<file path="config.mk">
export PLATFORM = sky130hd
export DESIGN_NAME = uart_regs
export DESIGN_NICKNAME = d
export VERILOG_FILES = /design/src/common/uart_regs_pkg.sv /design/src/rtl/uart_regs.sv
export VERILOG_INCLUDE_DIRS = /design/src /design/src/common
export SDC_FILE = /design/constraint.sdc
export NUM_CORES = 1
export LEC_CHECK = 0
export BUFFER_PORTS_ARGS = -buffer_cell sky130_fd_sc_hd__buf_2
export CAP_MARGIN = 10
export CORE_ASPECT_RATIO = 1.25
export CORE_MARGIN = 2
export CORE_UTILIZATION = 55
export CTS_BUF_LIST = sky130_fd_sc_hd__clkbuf_8 sky130_fd_sc_hd__clkbuf_16
export DETAILED_ROUTE_END_ITERATION = 6
export HOLD_SLACK_MARGIN = 0.05
export PLACE_DENSITY = 0.85
export RECOVER_POWER = 25
export SLEW_MARGIN = 20
export SYNTH_ARGS = -nofsm -noshare
export SYNTH_HDL_FRONTEND = slang
export SYNTH_SLANG_ARGS = --single-unit
</file>
<file path="constraint.sdc">
create_clock -name aclk -period 2.62 [get_ports aclk]
set_clock_uncertainty 0.05 [all_clocks]
set_input_delay 0.262 -clock aclk [delete_from_list [all_inputs] [get_ports aclk]]
set_output_delay 0.262 -clock aclk [all_outputs]
set_load 0.02 [all_outputs]
</file>
<file path="src/common/uart_regs_consts.svh">
// constants for the serial port register block
`ifndef UART_REGS_CONSTS_SVH
`define UART_REGS_CONSTS_SVH
// register indexes, byte address is four times the index
`define IDX_DATA 4'h0
`define IDX_IER 4'h1
`define IDX_IIR 4'h2
`define IDX_LCR 4'h3
`define IDX_MCR 4'h4
`define IDX_LSR 4'h5
`define IDX_MSR 4'h6
`define IDX_SCR 4'h7
`define IDX_EVT_STS 4'h8
`define IDX_EVT_CLR 4'h9
`define IDX_EVT_EN 4'hA
// line control fields and the modem control loopback bit
`define LCR_DLAB 7
`define LCR_SILENCE 6
`define LCR_FIXPAR 5
`define LCR_EVEN 4
`define LCR_PAREN 3
`define LCR_STOP2 2
`define LCR_LEN_HI 1
`define LCR_LEN_LO 0
`define MCR_LOOP 4
// reset values
`define LCR_RST 8'h03
`define DIV_RST 16'h0001
// timing in 16x ticks
`define TICK_LAST 5'h0F
`define TICK_MID 5'h07
`define STOP_ONE 5'h0F
`define STOP_HALF 5'h17
`define STOP_TWO 5'h1F
// axi responses
`define RESP_OK 2'h0
`define RESP_ERR 2'h2
`endif

</file>
<file path="src/common/uart_regs_pkg.sv">
// types for the serial port register block
package uart_regs_pkg;
  typedef enum logic [2:0] {
    SER_IDLE = 3'b000,
    SER_START = 3'b001,
    SER_DATA = 3'b010,
    SER_PAR = 3'b011,
    SER_STOP = 3'b100
  } ser_state_t;
  typedef logic [7:0] byte_t;
endpackage : uart_regs_pkg

</file>
<file path="src/rtl/uart_regs.sv">
// serial port with axi4-lite register map and character format control
`timescale 1ns/100ps
`include "uart_regs_consts.svh"

// Operation
// - With the divisor access bit set, offsets 0 and 1 reach the divisor low and high bytes.
// - With it clear, offset 0 reads receive and takes transmit data; offset 1 is enables.
// - The silence bit drives the infrared output low while the transmitter runs on.
// - Parity enable plus fixed parity sends and checks 0 if even select is 1, else 1.
// - With parity on, even select gives an even count of ones, clear gives odd.
// - The parity bit sits between the last data bit and the stop bit both ways.
// - Stop select 0 gives one stop bit, 1 gives one and a half for 5 bits, else two.
// - The length field codes 0 to 3 select 5 to 8 data bits.
// - Data bit 0 goes first on the line and the first bit received lands in bit 0.
// - Without fifo mode the timeout and fifo bits of identification and fifo error read 0.
// - A character is start, data, optional parity, then stop bits.
// - The baud generator takes divisors 1 to 65535 and makes a 16x tick.
module uart_regs #(
  parameter int ADDR_W = 6
) (
  input wire logic aclk,
  input wire logic aresetn,
  input wire logic ce,
  input wire logic [ADDR_W-1:0] awaddr,
  input wire logic awvalid,
  output logic awready,
  input wire logic [31:0] wdata,
  input wire logic [3:0] wstrb,
  input wire logic wvalid,
  output logic wready,
  output logic [1:0] bresp,
  output logic bvalid,
  input wire logic bready,
  input wire logic [ADDR_W-1:0] araddr,
  input wire logic arvalid,
  output logic arready,
  output logic [31:0] rdata,
  output logic [1:0] rresp,
  output logic rvalid,
  input wire logic rready,
  input wire logic serial_rx_line,
  output logic serial_tx_line,
  output logic infrared_tx_path,
  output logic irq
);
  // ****************************************
  // declarations
  // ****************************************
  logic awready_ff, wready_ff, bvalid_ff, arready_ff, rvalid_ff, irq_ff;
  logic [1:0] bresp_ff, rresp_ff;
  logic [31:0] rdata_ff;
  logic [ADDR_W-1:0] awaddr_ff;
  logic [7:0] wbyte_ff;
  logic wlane_ff;
  logic [7:0] lcr_ff, dll_ff, dlh_ff, scr_ff, thr_ff, tsr_ff, rbr_ff, rx_sh_ff;
  logic [3:0] ier_ff;
  logic [4:0] mcr_ff;
  logic [2:0] evt_sts_ff, evt_en_ff;
  logic [15:0] baud_cnt_ff;
  logic thr_full_ff, dr_ff, oer_ff, pber_ff, nser_ff, sbd_ff, rx_zero_ff;
  logic rx_meta_ff, rx_sync_ff, tx_out_ff, ir_out_ff, tx_par_ff;
  logic [4:0] tx_tick_ff, rx_tick_ff;
  logic [2:0] tx_bit_ff, rx_bit_ff;
  uart_regs_pkg::ser_state_t tx_state_ff, rx_state_ff;
  logic tick, tx_level, rx_in, wr_go, rd_go, tx_load, rx_done, rx_perr;
  logic [3:0] wr_idx, rd_idx;
  logic [2:0] len_last;
  logic [4:0] stop_last;
  logic [7:0] rd_byte, iir_val, lsr_val, msr_val;
  logic rd_ok;

  // ****************************************
  // helpers
  // ****************************************
  // register index of a byte address
  function automatic logic [3:0] idx_of(input logic [ADDR_W-1:0] a);
    idx_of = a[5:2];
  endfunction : idx_of

  // keep only the selected number of data bits
  function automatic logic [7:0] len_mask(input logic [7:0] d, input logic [1:0] code);
    len_mask = d & (8'hFF >> (2'h3 - code));
  endfunction : len_mask

  // parity bit for a character under the line control setting
  function automatic logic par_of(input logic [7:0] d, input logic [7:0] lcr);
    if (lcr[`LCR_FIXPAR]) begin
      par_of = !lcr[`LCR_EVEN];
    end else begin
      par_of = ^len_mask(d, lcr[1:0]) ^ !lcr[`LCR_EVEN];
    end
  endfunction : par_of

  // ****************************************
  // axi4-lite slave
  // ****************************************
  assign wr_go = !awready_ff && !wready_ff && !bvalid_ff;
  assign wr_idx = idx_of(awaddr_ff);
  assign rd_go = arvalid && arready_ff;
  assign rd_idx = idx_of(araddr);

  // write address and data are taken in either order, answered once both are held
  always_ff @(posedge aclk) begin
    if (!aresetn) begin
      awready_ff <= 1'b1;
      wready_ff <= 1'b1;
      bvalid_ff <= 1'b0;
      bresp_ff <= `RESP_OK;
      awaddr_ff <= '0;
      wbyte_ff <= 8'h00;
      wlane_ff <= 1'b0;
    end else if (ce) begin
      if (awvalid && awready_ff) begin
        awaddr_ff <= awaddr;
        awready_ff <= 1'b0;
      end
      if (wvalid && wready_ff) begin
        wbyte_ff <= wdata[7:0];
        wlane_ff <= wstrb[0];
        wready_ff <= 1'b0;
      end
      if (wr_go) begin
        bvalid_ff <= 1'b1;
        bresp_ff <= (wr_idx > `IDX_EVT_EN) ? `RESP_ERR : `RESP_OK;
      end
      if (bvalid_ff && bready) begin
        bvalid_ff <= 1'b0;
        awready_ff <= 1'b1;
        wready_ff <= 1'b1;
      end
    end
  end

  // read mux over the register map
  always_comb begin
    iir_val = 8'h01;
    if (oer_ff || pber_ff || nser_ff || sbd_ff) begin
      iir_val = ier_ff[2] ? 8'h06 : 8'h01;
    end
    if (iir_val[0] && dr_ff && ier_ff[0]) begin
      iir_val = 8'h04;
    end
    if (iir_val[0] && !thr_full_ff && ier_ff[1]) begin
      iir_val = 8'h02;
    end
    lsr_val = {1'b0, !thr_full_ff && tx_state_ff == uart_regs_pkg::SER_IDLE, !thr_full_ff,
               sbd_ff, nser_ff, pber_ff, oer_ff, dr_ff};
    msr_val = mcr_ff[`MCR_LOOP] ? {mcr_ff[3], mcr_ff[2], mcr_ff[0], mcr_ff[1], 4'h0} : 8'h00;
    rd_ok = 1'b1;
    unique case (rd_idx)
      `IDX_DATA: rd_byte = lcr_ff[`LCR_DLAB] ? dll_ff : rbr_ff;
      `IDX_IER: rd_byte = lcr_ff[`LCR_DLAB] ? dlh_ff : {4'h0, ier_ff};
      `IDX_IIR: rd_byte = iir_val;
      `IDX_LCR: rd_byte = lcr_ff;
      `IDX_MCR: rd_byte = {3'h0, mcr_ff};
      `IDX_LSR: rd_byte = lsr_val;
      `IDX_MSR: rd_byte = msr_val;
      `IDX_SCR: rd_byte = scr_ff;
      `IDX_EVT_STS: rd_byte = {5'h00, evt_sts_ff};
      `IDX_EVT_EN: rd_byte = {5'h00, evt_en_ff};
      default: begin
        rd_byte = 8'h00;
        rd_ok = (rd_idx == `IDX_EVT_CLR);
      end
    endcase
  end

  // read answer one cycle after the address is taken
  always_ff @(posedge aclk) begin
    if (!aresetn) begin
      arready_ff <= 1'b1;
      rvalid_ff <= 1'b0;
      rdata_ff <= 32'h0000_0000;
      rresp_ff <= `RESP_OK;
    end else if (ce) begin
      if (rd_go) begin
        arready_ff <= 1'b0;
        rvalid_ff <= 1'b1;
        rdata_ff <= {24'h00_0000, rd_byte};
        rresp_ff <= rd_ok ? `RESP_OK : `RESP_ERR;
      end else if (rvalid_ff && rready) begin
        rvalid_ff <= 1'b0;
        arready_ff <= 1'b1;
      end
    end
  end

  // ****************************************
  // configuration registers
  // ****************************************
  // software writes to control, divisor, enable and scratch bytes
  always_ff @(posedge aclk) begin
    if (!aresetn) begin
      lcr_ff <= `LCR_RST;
      {dlh_ff, dll_ff} <= `DIV_RST;
      ier_ff <= 4'h0;
      mcr_ff <= 5'h00;
      scr_ff <= 8'h00;
      evt_en_ff <= 3'h0;
    end else if (ce && wr_go && wlane_ff) begin
      unique case (wr_idx)
        `IDX_DATA: if (lcr_ff[`LCR_DLAB]) dll_ff <= wbyte_ff;
        `IDX_IER: begin
          if (lcr_ff[`LCR_DLAB]) begin
            dlh_ff <= wbyte_ff;
          end else begin
            ier_ff <= wbyte_ff[3:0];
          end
        end
        `IDX_LCR: lcr_ff <= wbyte_ff;
        `IDX_MCR: mcr_ff <= wbyte_ff[4:0];
        `IDX_SCR: scr_ff <= wbyte_ff;
        `IDX_EVT_EN: evt_en_ff <= wbyte_ff[2:0];
        default: ;
      endcase
    end
  end

  // ****************************************
  // baud generator
  // ****************************************
  assign tick = (baud_cnt_ff == 16'h0000);

  // counts the divisor down to one 16x tick; zero behaves as one
  always_ff @(posedge aclk) begin
    if (!aresetn) begin
      baud_cnt_ff <= 16'h0000;
    end else if (ce) begin
      if (tick) begin
        baud_cnt_ff <= ({dlh_ff, dll_ff} == 16'h0000) ? 16'h0000
                                                       : {dlh_ff, dll_ff} - 16'h0001;
      end else begin
        baud_cnt_ff <= baud_cnt_ff - 16'h0001;
      end
    end
  end

  // ****************************************
  // transmitter
  // ****************************************
  assign len_last = {1'b1, lcr_ff[1:0]};
  assign tx_load = tick && thr_full_ff && tx_state_ff == uart_regs_pkg::SER_IDLE;

  // stop length in ticks
  always_comb begin
    if (!lcr_ff[`LCR_STOP2]) begin
      stop_last = `STOP_ONE;
    end else if (lcr_ff[1:0] == 2'h0) begin
      stop_last = `STOP_HALF;
    end else begin
      stop_last = `STOP_TWO;
    end
  end

  // line level for the current transmit state
  always_comb begin
    unique case (tx_state_ff)
      uart_regs_pkg::SER_START: tx_level = 1'b0;
      uart_regs_pkg::SER_DATA: tx_level = tsr_ff[0];
      uart_regs_pkg::SER_PAR: tx_level = tx_par_ff;
      default: tx_level = 1'b1;
    endcase
  end

  // holding byte fills on a data write and empties into the shifter
  always_ff @(posedge aclk) begin
    if (!aresetn) begin
      thr_ff <= 8'h00;
      thr_full_ff <= 1'b0;
    end else if (ce) begin
      if (wr_go && wlane_ff && wr_idx == `IDX_DATA && !lcr_ff[`LCR_DLAB]) begin
        thr_ff <= wbyte_ff;
        thr_full_ff <= 1'b1;
      end else if (tx_load) begin
        thr_full_ff <= 1'b0;
      end
    end
  end

  // character sequencer, one state per field of the frame
  always_ff @(posedge aclk) begin
    if (!aresetn) begin
      tx_state_ff <= uart_regs_pkg::SER_IDLE;
      tsr_ff <= 8'h00;
      tx_tick_ff <= 5'h00;
      tx_bit_ff <= 3'h0;
      tx_par_ff <= 1'b0;
    end else if (ce && tick) begin
      tx_tick_ff <= tx_tick_ff + 5'h01;
      unique case (tx_state_ff)
        uart_regs_pkg::SER_IDLE: begin
          tx_tick_ff <= 5'h00;
          if (thr_full_ff) begin
            tsr_ff <= len_mask(thr_ff, lcr_ff[1:0]);
            // parity taken from the whole character, the shifter loses bits as it goes
            tx_par_ff <= par_of(thr_ff, lcr_ff);
            tx_state_ff <= uart_regs_pkg::SER_START;
          end
        end
        uart_regs_pkg::SER_START: begin
          if (tx_tick_ff == `TICK_LAST) begin
            tx_tick_ff <= 5'h00;
            tx_bit_ff <= 3'h0;
            tx_state_ff <= uart_regs_pkg::SER_DATA;
          end
        end
        uart_regs_pkg::SER_DATA: begin
          if (tx_tick_ff == `TICK_LAST) begin
            tx_tick_ff <= 5'h00;
            tx_bit_ff <= tx_bit_ff + 3'h1;
            if (tx_bit_ff == len_last) begin
              tx_state_ff <= lcr_ff[`LCR_PAREN] ? uart_regs_pkg::SER_PAR
                                                : uart_regs_pkg::SER_STOP;
            end else begin
              tsr_ff <= {1'b0, tsr_ff[7:1]};
            end
          end
        end
        uart_regs_pkg::SER_PAR: begin
          if (tx_tick_ff == `TICK_LAST) begin
            tx_tick_ff <= 5'h00;
            tx_state_ff <= uart_regs_pkg::SER_STOP;
          end
        end
        uart_regs_pkg::SER_STOP: begin
          if (tx_tick_ff == stop_last) begin
            tx_tick_ff <= 5'h00;
            tx_state_ff <= uart_regs_pkg::SER_IDLE;
          end
        end
        default: tx_state_ff <= uart_regs_pkg::SER_IDLE;
      endcase
    end
  end

  // outputs: loopback holds the line idle, silence forces the infrared path low
  always_ff @(posedge aclk) begin
    if (!aresetn) begin
      tx_out_ff <= 1'b1;
      ir_out_ff <= 1'b1;
    end else if (ce) begin
      tx_out_ff <= mcr_ff[`MCR_LOOP] | tx_level;
      ir_out_ff <= !lcr_ff[`LCR_SILENCE] && tx_level;
    end
  end

  // ****************************************
  // receiver
  // ****************************************
  // two-stage synchroniser on the receive pin
  always_ff @(posedge aclk) begin
    if (!aresetn) begin
      rx_meta_ff <= 1'b1;
      rx_sync_ff <= 1'b1;
    end else if (ce) begin
      rx_meta_ff <= serial_rx_line;
      rx_sync_ff <= rx_meta_ff;
    end
  end

  assign rx_in = mcr_ff[`MCR_LOOP] ? tx_level : rx_sync_ff;
  assign rx_perr = rx_in != par_of(rx_sh_ff, lcr_ff);
  assign rx_done = tick && rx_state_ff == uart_regs_pkg::SER_STOP && rx_tick_ff == `TICK_LAST;

  // samples each field at mid-bit and assembles the character
  always_ff @(posedge aclk) begin
    if (!aresetn) begin
      rx_state_ff <= uart_regs_pkg::SER_IDLE;
      rx_sh_ff <= 8'h00;
      rx_tick_ff <= 5'h00;
      rx_bit_ff <= 3'h0;
      rx_zero_ff <= 1'b0;
    end else if (ce && tick) begin
      rx_tick_ff <= rx_tick_ff + 5'h01;
      unique case (rx_state_ff)
        uart_regs_pkg::SER_IDLE: begin
          rx_tick_ff <= 5'h00;
          if (!rx_in) rx_state_ff <= uart_regs_pkg::SER_START;
        end
        uart_regs_pkg::SER_START: begin
          if (rx_tick_ff == `TICK_MID) begin
            rx_tick_ff <= 5'h00;
            rx_bit_ff <= 3'h0;
            rx_sh_ff <= 8'h00;
            rx_zero_ff <= 1'b1;
            rx_state_ff <= rx_in ? uart_regs_pkg::SER_IDLE : uart_regs_pkg::SER_DATA;
          end
        end
        uart_regs_pkg::SER_DATA: begin
          if (rx_tick_ff == `TICK_LAST) begin
            rx_tick_ff <= 5'h00;
            rx_sh_ff[rx_bit_ff] <= rx_in;
            rx_zero_ff <= rx_zero_ff && !rx_in;
            rx_bit_ff <= rx_bit_ff + 3'h1;
            if (rx_bit_ff == len_last) begin
              rx_state_ff <= lcr_ff[`LCR_PAREN] ? uart_regs_pkg::SER_PAR
                                                : uart_regs_pkg::SER_STOP;
            end
          end
        end
        uart_regs_pkg::SER_PAR: begin
          if (rx_tick_ff == `TICK_LAST) begin
            rx_tick_ff <= 5'h00;
            rx_zero_ff <= rx_zero_ff && !rx_in;
            rx_state_ff <= uart_regs_pkg::SER_STOP;
          end
        end
        uart_regs_pkg::SER_STOP: begin
          if (rx_tick_ff == `TICK_LAST) begin
            rx_tick_ff <= 5'h00;
            rx_state_ff <= uart_regs_pkg::SER_IDLE;
          end
        end
        default: rx_state_ff <= uart_regs_pkg::SER_IDLE;
      endcase
    end
  end

  // line status flags: a new event wins over a clearing read in the same cycle
  always_ff @(posedge aclk) begin
    if (!aresetn) begin
      rbr_ff <= 8'h00;
      dr_ff <= 1'b0;
      {sbd_ff, nser_ff, pber_ff, oer_ff} <= 4'h0;
    end else if (ce) begin
      if (rd_go && rd_idx == `IDX_DATA && !lcr_ff[`LCR_DLAB]) dr_ff <= 1'b0;
      if (rd_go && rd_idx == `IDX_LSR) {sbd_ff, nser_ff, pber_ff, oer_ff} <= 4'h0;
      if (tick && rx_state_ff == uart_regs_pkg::SER_PAR && rx_tick_ff == `TICK_LAST
          && rx_perr) begin
        pber_ff <= 1'b1;
      end
      if (rx_done) begin
        rbr_ff <= rx_sh_ff;
        dr_ff <= 1'b1;
        if (dr_ff) oer_ff <= 1'b1;
        if (!rx_in) nser_ff <= 1'b1;
        if (!rx_in && rx_zero_ff) sbd_ff <= 1'b1;
      end
    end
  end

  // ****************************************
  // event interrupt: rx done, tx holding empty, framing or overrun error
  // ****************************************
  always_ff @(posedge aclk) begin
    if (!aresetn) begin
      evt_sts_ff <= 3'h0;
      irq_ff <= 1'b0;
    end else if (ce) begin
      evt_sts_ff <= (evt_sts_ff & ~((wr_go && wlane_ff && wr_idx == `IDX_EVT_CLR)
                                    ? wbyte_ff[2:0] : 3'h0))
                    | {rx_done && (!rx_in || dr_ff), tx_load, rx_done};
      irq_ff <= |(evt_sts_ff & evt_en_ff);
    end
  end

  assign awready = awready_ff;
  assign wready = wready_ff;
  assign bvalid = bvalid_ff;
  assign bresp = bresp_ff;
  assign arready = arready_ff;
  assign rvalid = rvalid_ff;
  assign rdata = rdata_ff;
  assign rresp = rresp_ff;
  assign serial_tx_line = tx_out_ff;
  assign infrared_tx_path = ir_out_ff;
  assign irq = irq_ff;
endmodule : uart_regs

</file>
==> qor.txt <==
max frequency - 0.412 GHz
root buf cell - clkbuf_16
share of post-route cells with drive strength above 1 - 0.105
Least-Margin Pin Slew - 1.32 ns
post-CTS setup buffer count - 0
drt via density - 6.02
hpwl dp - 15,400 um
number of global-route vias before repair - 7,185
FF-to-FF End - rdata[1]
post-route cell area - 9490 um^2
CTS Buf Count - 17
gpl congestion - 0.968
Tcrit/Tclk final - 0.927
die area - 16,700 um^2
Final nets - 1,135
Clock Latency Late Sink - 0.44 ns
fin cells - 1,293
total track usage - 0.273
vias - 7,784
fraction of registers with async set/reset - 0
cells on worst reg2reg path - 6
initial antenna violation count - 0
Hold Vio Cnt, Final - 0
placed cell area - 8860 um^2
I/O Pins - 101
CTS tree - built
Die Width - 116 um
drt pass-1 iters - 5
Crit. End Element - flop
setup TNS - 0 ns
Synth Flop Type - dfxtp_1
Initial Utilization - 0.557
worst setup margin - 0.191 ns
RR Startpoint - pber_ff
R2R Setup Slk - 0.19 ns
placed cell count - 1,249
Worst Hold Slack - 0.0642 ns
cell count after synthesis - 1,038
Synth cell types - 83
minimum clock period - 2.43 ns
maximum VDD drop - 536 uV
CP Data Arrival Time - 2.69 ns
worst relative slew slack - 0.119
pre-CTS WS - 0.215 ns
Die Height - 144 um
drt initial violations - 679
clock-pin slew on the worst setup and hold paths - 0.07 ns
clock sink count - 158
endpoints failing setup - 0
Area Growth Syn to Fin - 10.4%
Slew Limit Fails - 0
crit path kind - flop to flop
ant diodes - 0
routed wire length per instance - 17.5 um
post-synthesis sequential area ratio - 0.368
grt met1 use - 0.335
leakage power - 3.65 nW
Hold Path End - awready
met3 GRT Util - 0.0510
YS warnings - 0
mean post-synth cell area - 8.29 um^2
first-pass GRT wire length - 35,700 um
Hold Crit Depth - 3
Netlist Area Pre-Place - 8600 um^2
I/O Buffers - 43
Final ANT Viol Nets - 0
row cnt - 51
CP Max Fanout - 3
core area - 15,400 um^2
Worst EP required - 2.88 ns
htree depth - 4
Clock Tree Buf Depth - 2
most frequent cells in the layout - dfxtp_1 (158), nand2_1 (118), nor2_1 (100)
RSZ-0062 raised after global routing - no
pwr/cell area - 561 nW/um^2
Post-Route WL - 22,600 um
most common cell after layout, fill and taps aside - dfxtp_1
Worst Hold Class - input pin to flop
most used routing layer - met2
max_cap viols - 0
status - completed
Post-synth EDFFs - 0
Yosys reg bits - 158
CP Launch Type - flop
grt total ovfl - 0
DRC - 0
Hold Startpoint - awvalid
grt met2 use - 0.443
largest net degree at the start of global routing - 57
==> layout make-up <==
type                    instances  area (um^2)
clock buffers                  17          425
fillers                      1315         5950
flip-flops and latches        158         3160
clock inverters                15          114
multi-input cells             790         4950
well taps                     212          265
repair buffers                 79          488
inverters                      22         82.6
==> what timing repair did <==
| action | 4_1_cts | 5_1_grt |
|---|---|---|
| hold buffers | 12 | 0 |
| endpoints found under the hold margin | 12 | 0 |
| endpoints found under the setup margin | 0 | 6 |
| resized for setup | 0 | 1 |
==> kinds of logic after synthesis <==
family | count (synthesis) | share of synthesized area
xor gates and xnor gates | 37 | 0.0393
buffers and inverters | 115 | 0.0675
adders and majority gates | 10 | 0.0145
muxes | 81 | 0.0956
other | 1 | 0.000436
AOI/OAI and AO/OA | 234 | 0.175
and+or+nand+nor | 402 | 0.240
DFF | 158 | 0.368
==> critical path: stages, from the launching register on <==
cell	delay [ns]
dfxtp_1	0.35
or4_1	0.56
o2bb2ai_1	0.16
a2111oi_0	0.74
buf_4	0.22
a2bb2oi_1	0.17
nor2_1	0.05
==> stage by stage <==
| stage | power (mW) | util |
|---|---|---|
| floorplan | 2.94 | - |
| global placement | 3.03 | 0.574 |
| detailed placement | 3.04 | 0.574 |
| CTS | 5.32 | 0.616 |
| global route | 5.49 | 0.615 |
| finish | 5.33 | 0.615 |
==> report_power, final <==
part	leakage (nW)	internal [mW]	switching, mW
combinational	2.10	0.187	0.319
clock	0.264	1.22	1.09
sequential	1.28	2.44	0.0694
==> Yosys cell counts, drive strengths merged, types with 9 or more instances <==
cell | n | share of area
dfxtp | 158 | 0.37
nand2 | 120 | 0.054
nor2 | 101 | 0.044
a21oi | 73 | 0.042
mux2i | 72 | 0.084
o21ai | 49 | 0.029
buf | 48 | 0.038
clkbuf | 45 | 0.020
nand3 | 33 | 0.020
nor2b | 33 | 0.024
xnor2 | 26 | 0.026
a21boi | 25 | 0.022
nor3 | 25 | 0.018
inv | 22 | 0.0096
and3 | 15 | 0.011
o211ai | 13 | 0.011
ha | 10 | 0.015
xor2 | 10 | 0.010
a22oi | 9 | 0.0079
a31oi | 9 | 0.0065
and2 | 9 | 0.0068
mux2 | 9 | 0.012
nor4 | 9 | 0.0090
==> layer usage <==
layer / vias to the layer above / part of all wire
li1: 3681 / -
met1: 3639 / 0.41
met2: 371 / 0.47
met3: 93 / 0.068
met4: 0 / 0.055
met5: - / 0
==> worst max-delay path by stage <==
stage	start	end	cells past startpoint
after CTS	rx_tick_ff[0]	rx_sh_ff[6]	11
after global routing	rx_tick_ff[0]	rx_sh_ff[7]	11
final	pber_ff	rdata[1]	6
after detailed placement	rx_tick_ff[0]	rx_sh_ff[6]	11
after floorplan	rx_tick_ff[0]	rx_sh_ff[3]	11
after global placement	nser_ff	rdata[1]	6
==> registers in the layout, summed over array words and instances, names as in the netlist, 3 cells and up <==
name         flops
baud_cnt_ff     16
dlh_ff           8
dll_ff           8
lcr_ff           8
rbr_ff           8
rdata            8
rx_sh_ff         8
scr_ff           8
thr_ff           8
tsr_ff           8
wbyte_ff         8
mcr_ff           5
rx_tick_ff       5
tx_tick_ff       5
awaddr_ff        4
ier_ff           4
evt_en_ff        3
evt_sts_ff       3
rx_bit_ff        3
rx_state_ff      3
tx_bit_ff        3
tx_state_ff      3
Power figures use the tool's default switching activity.
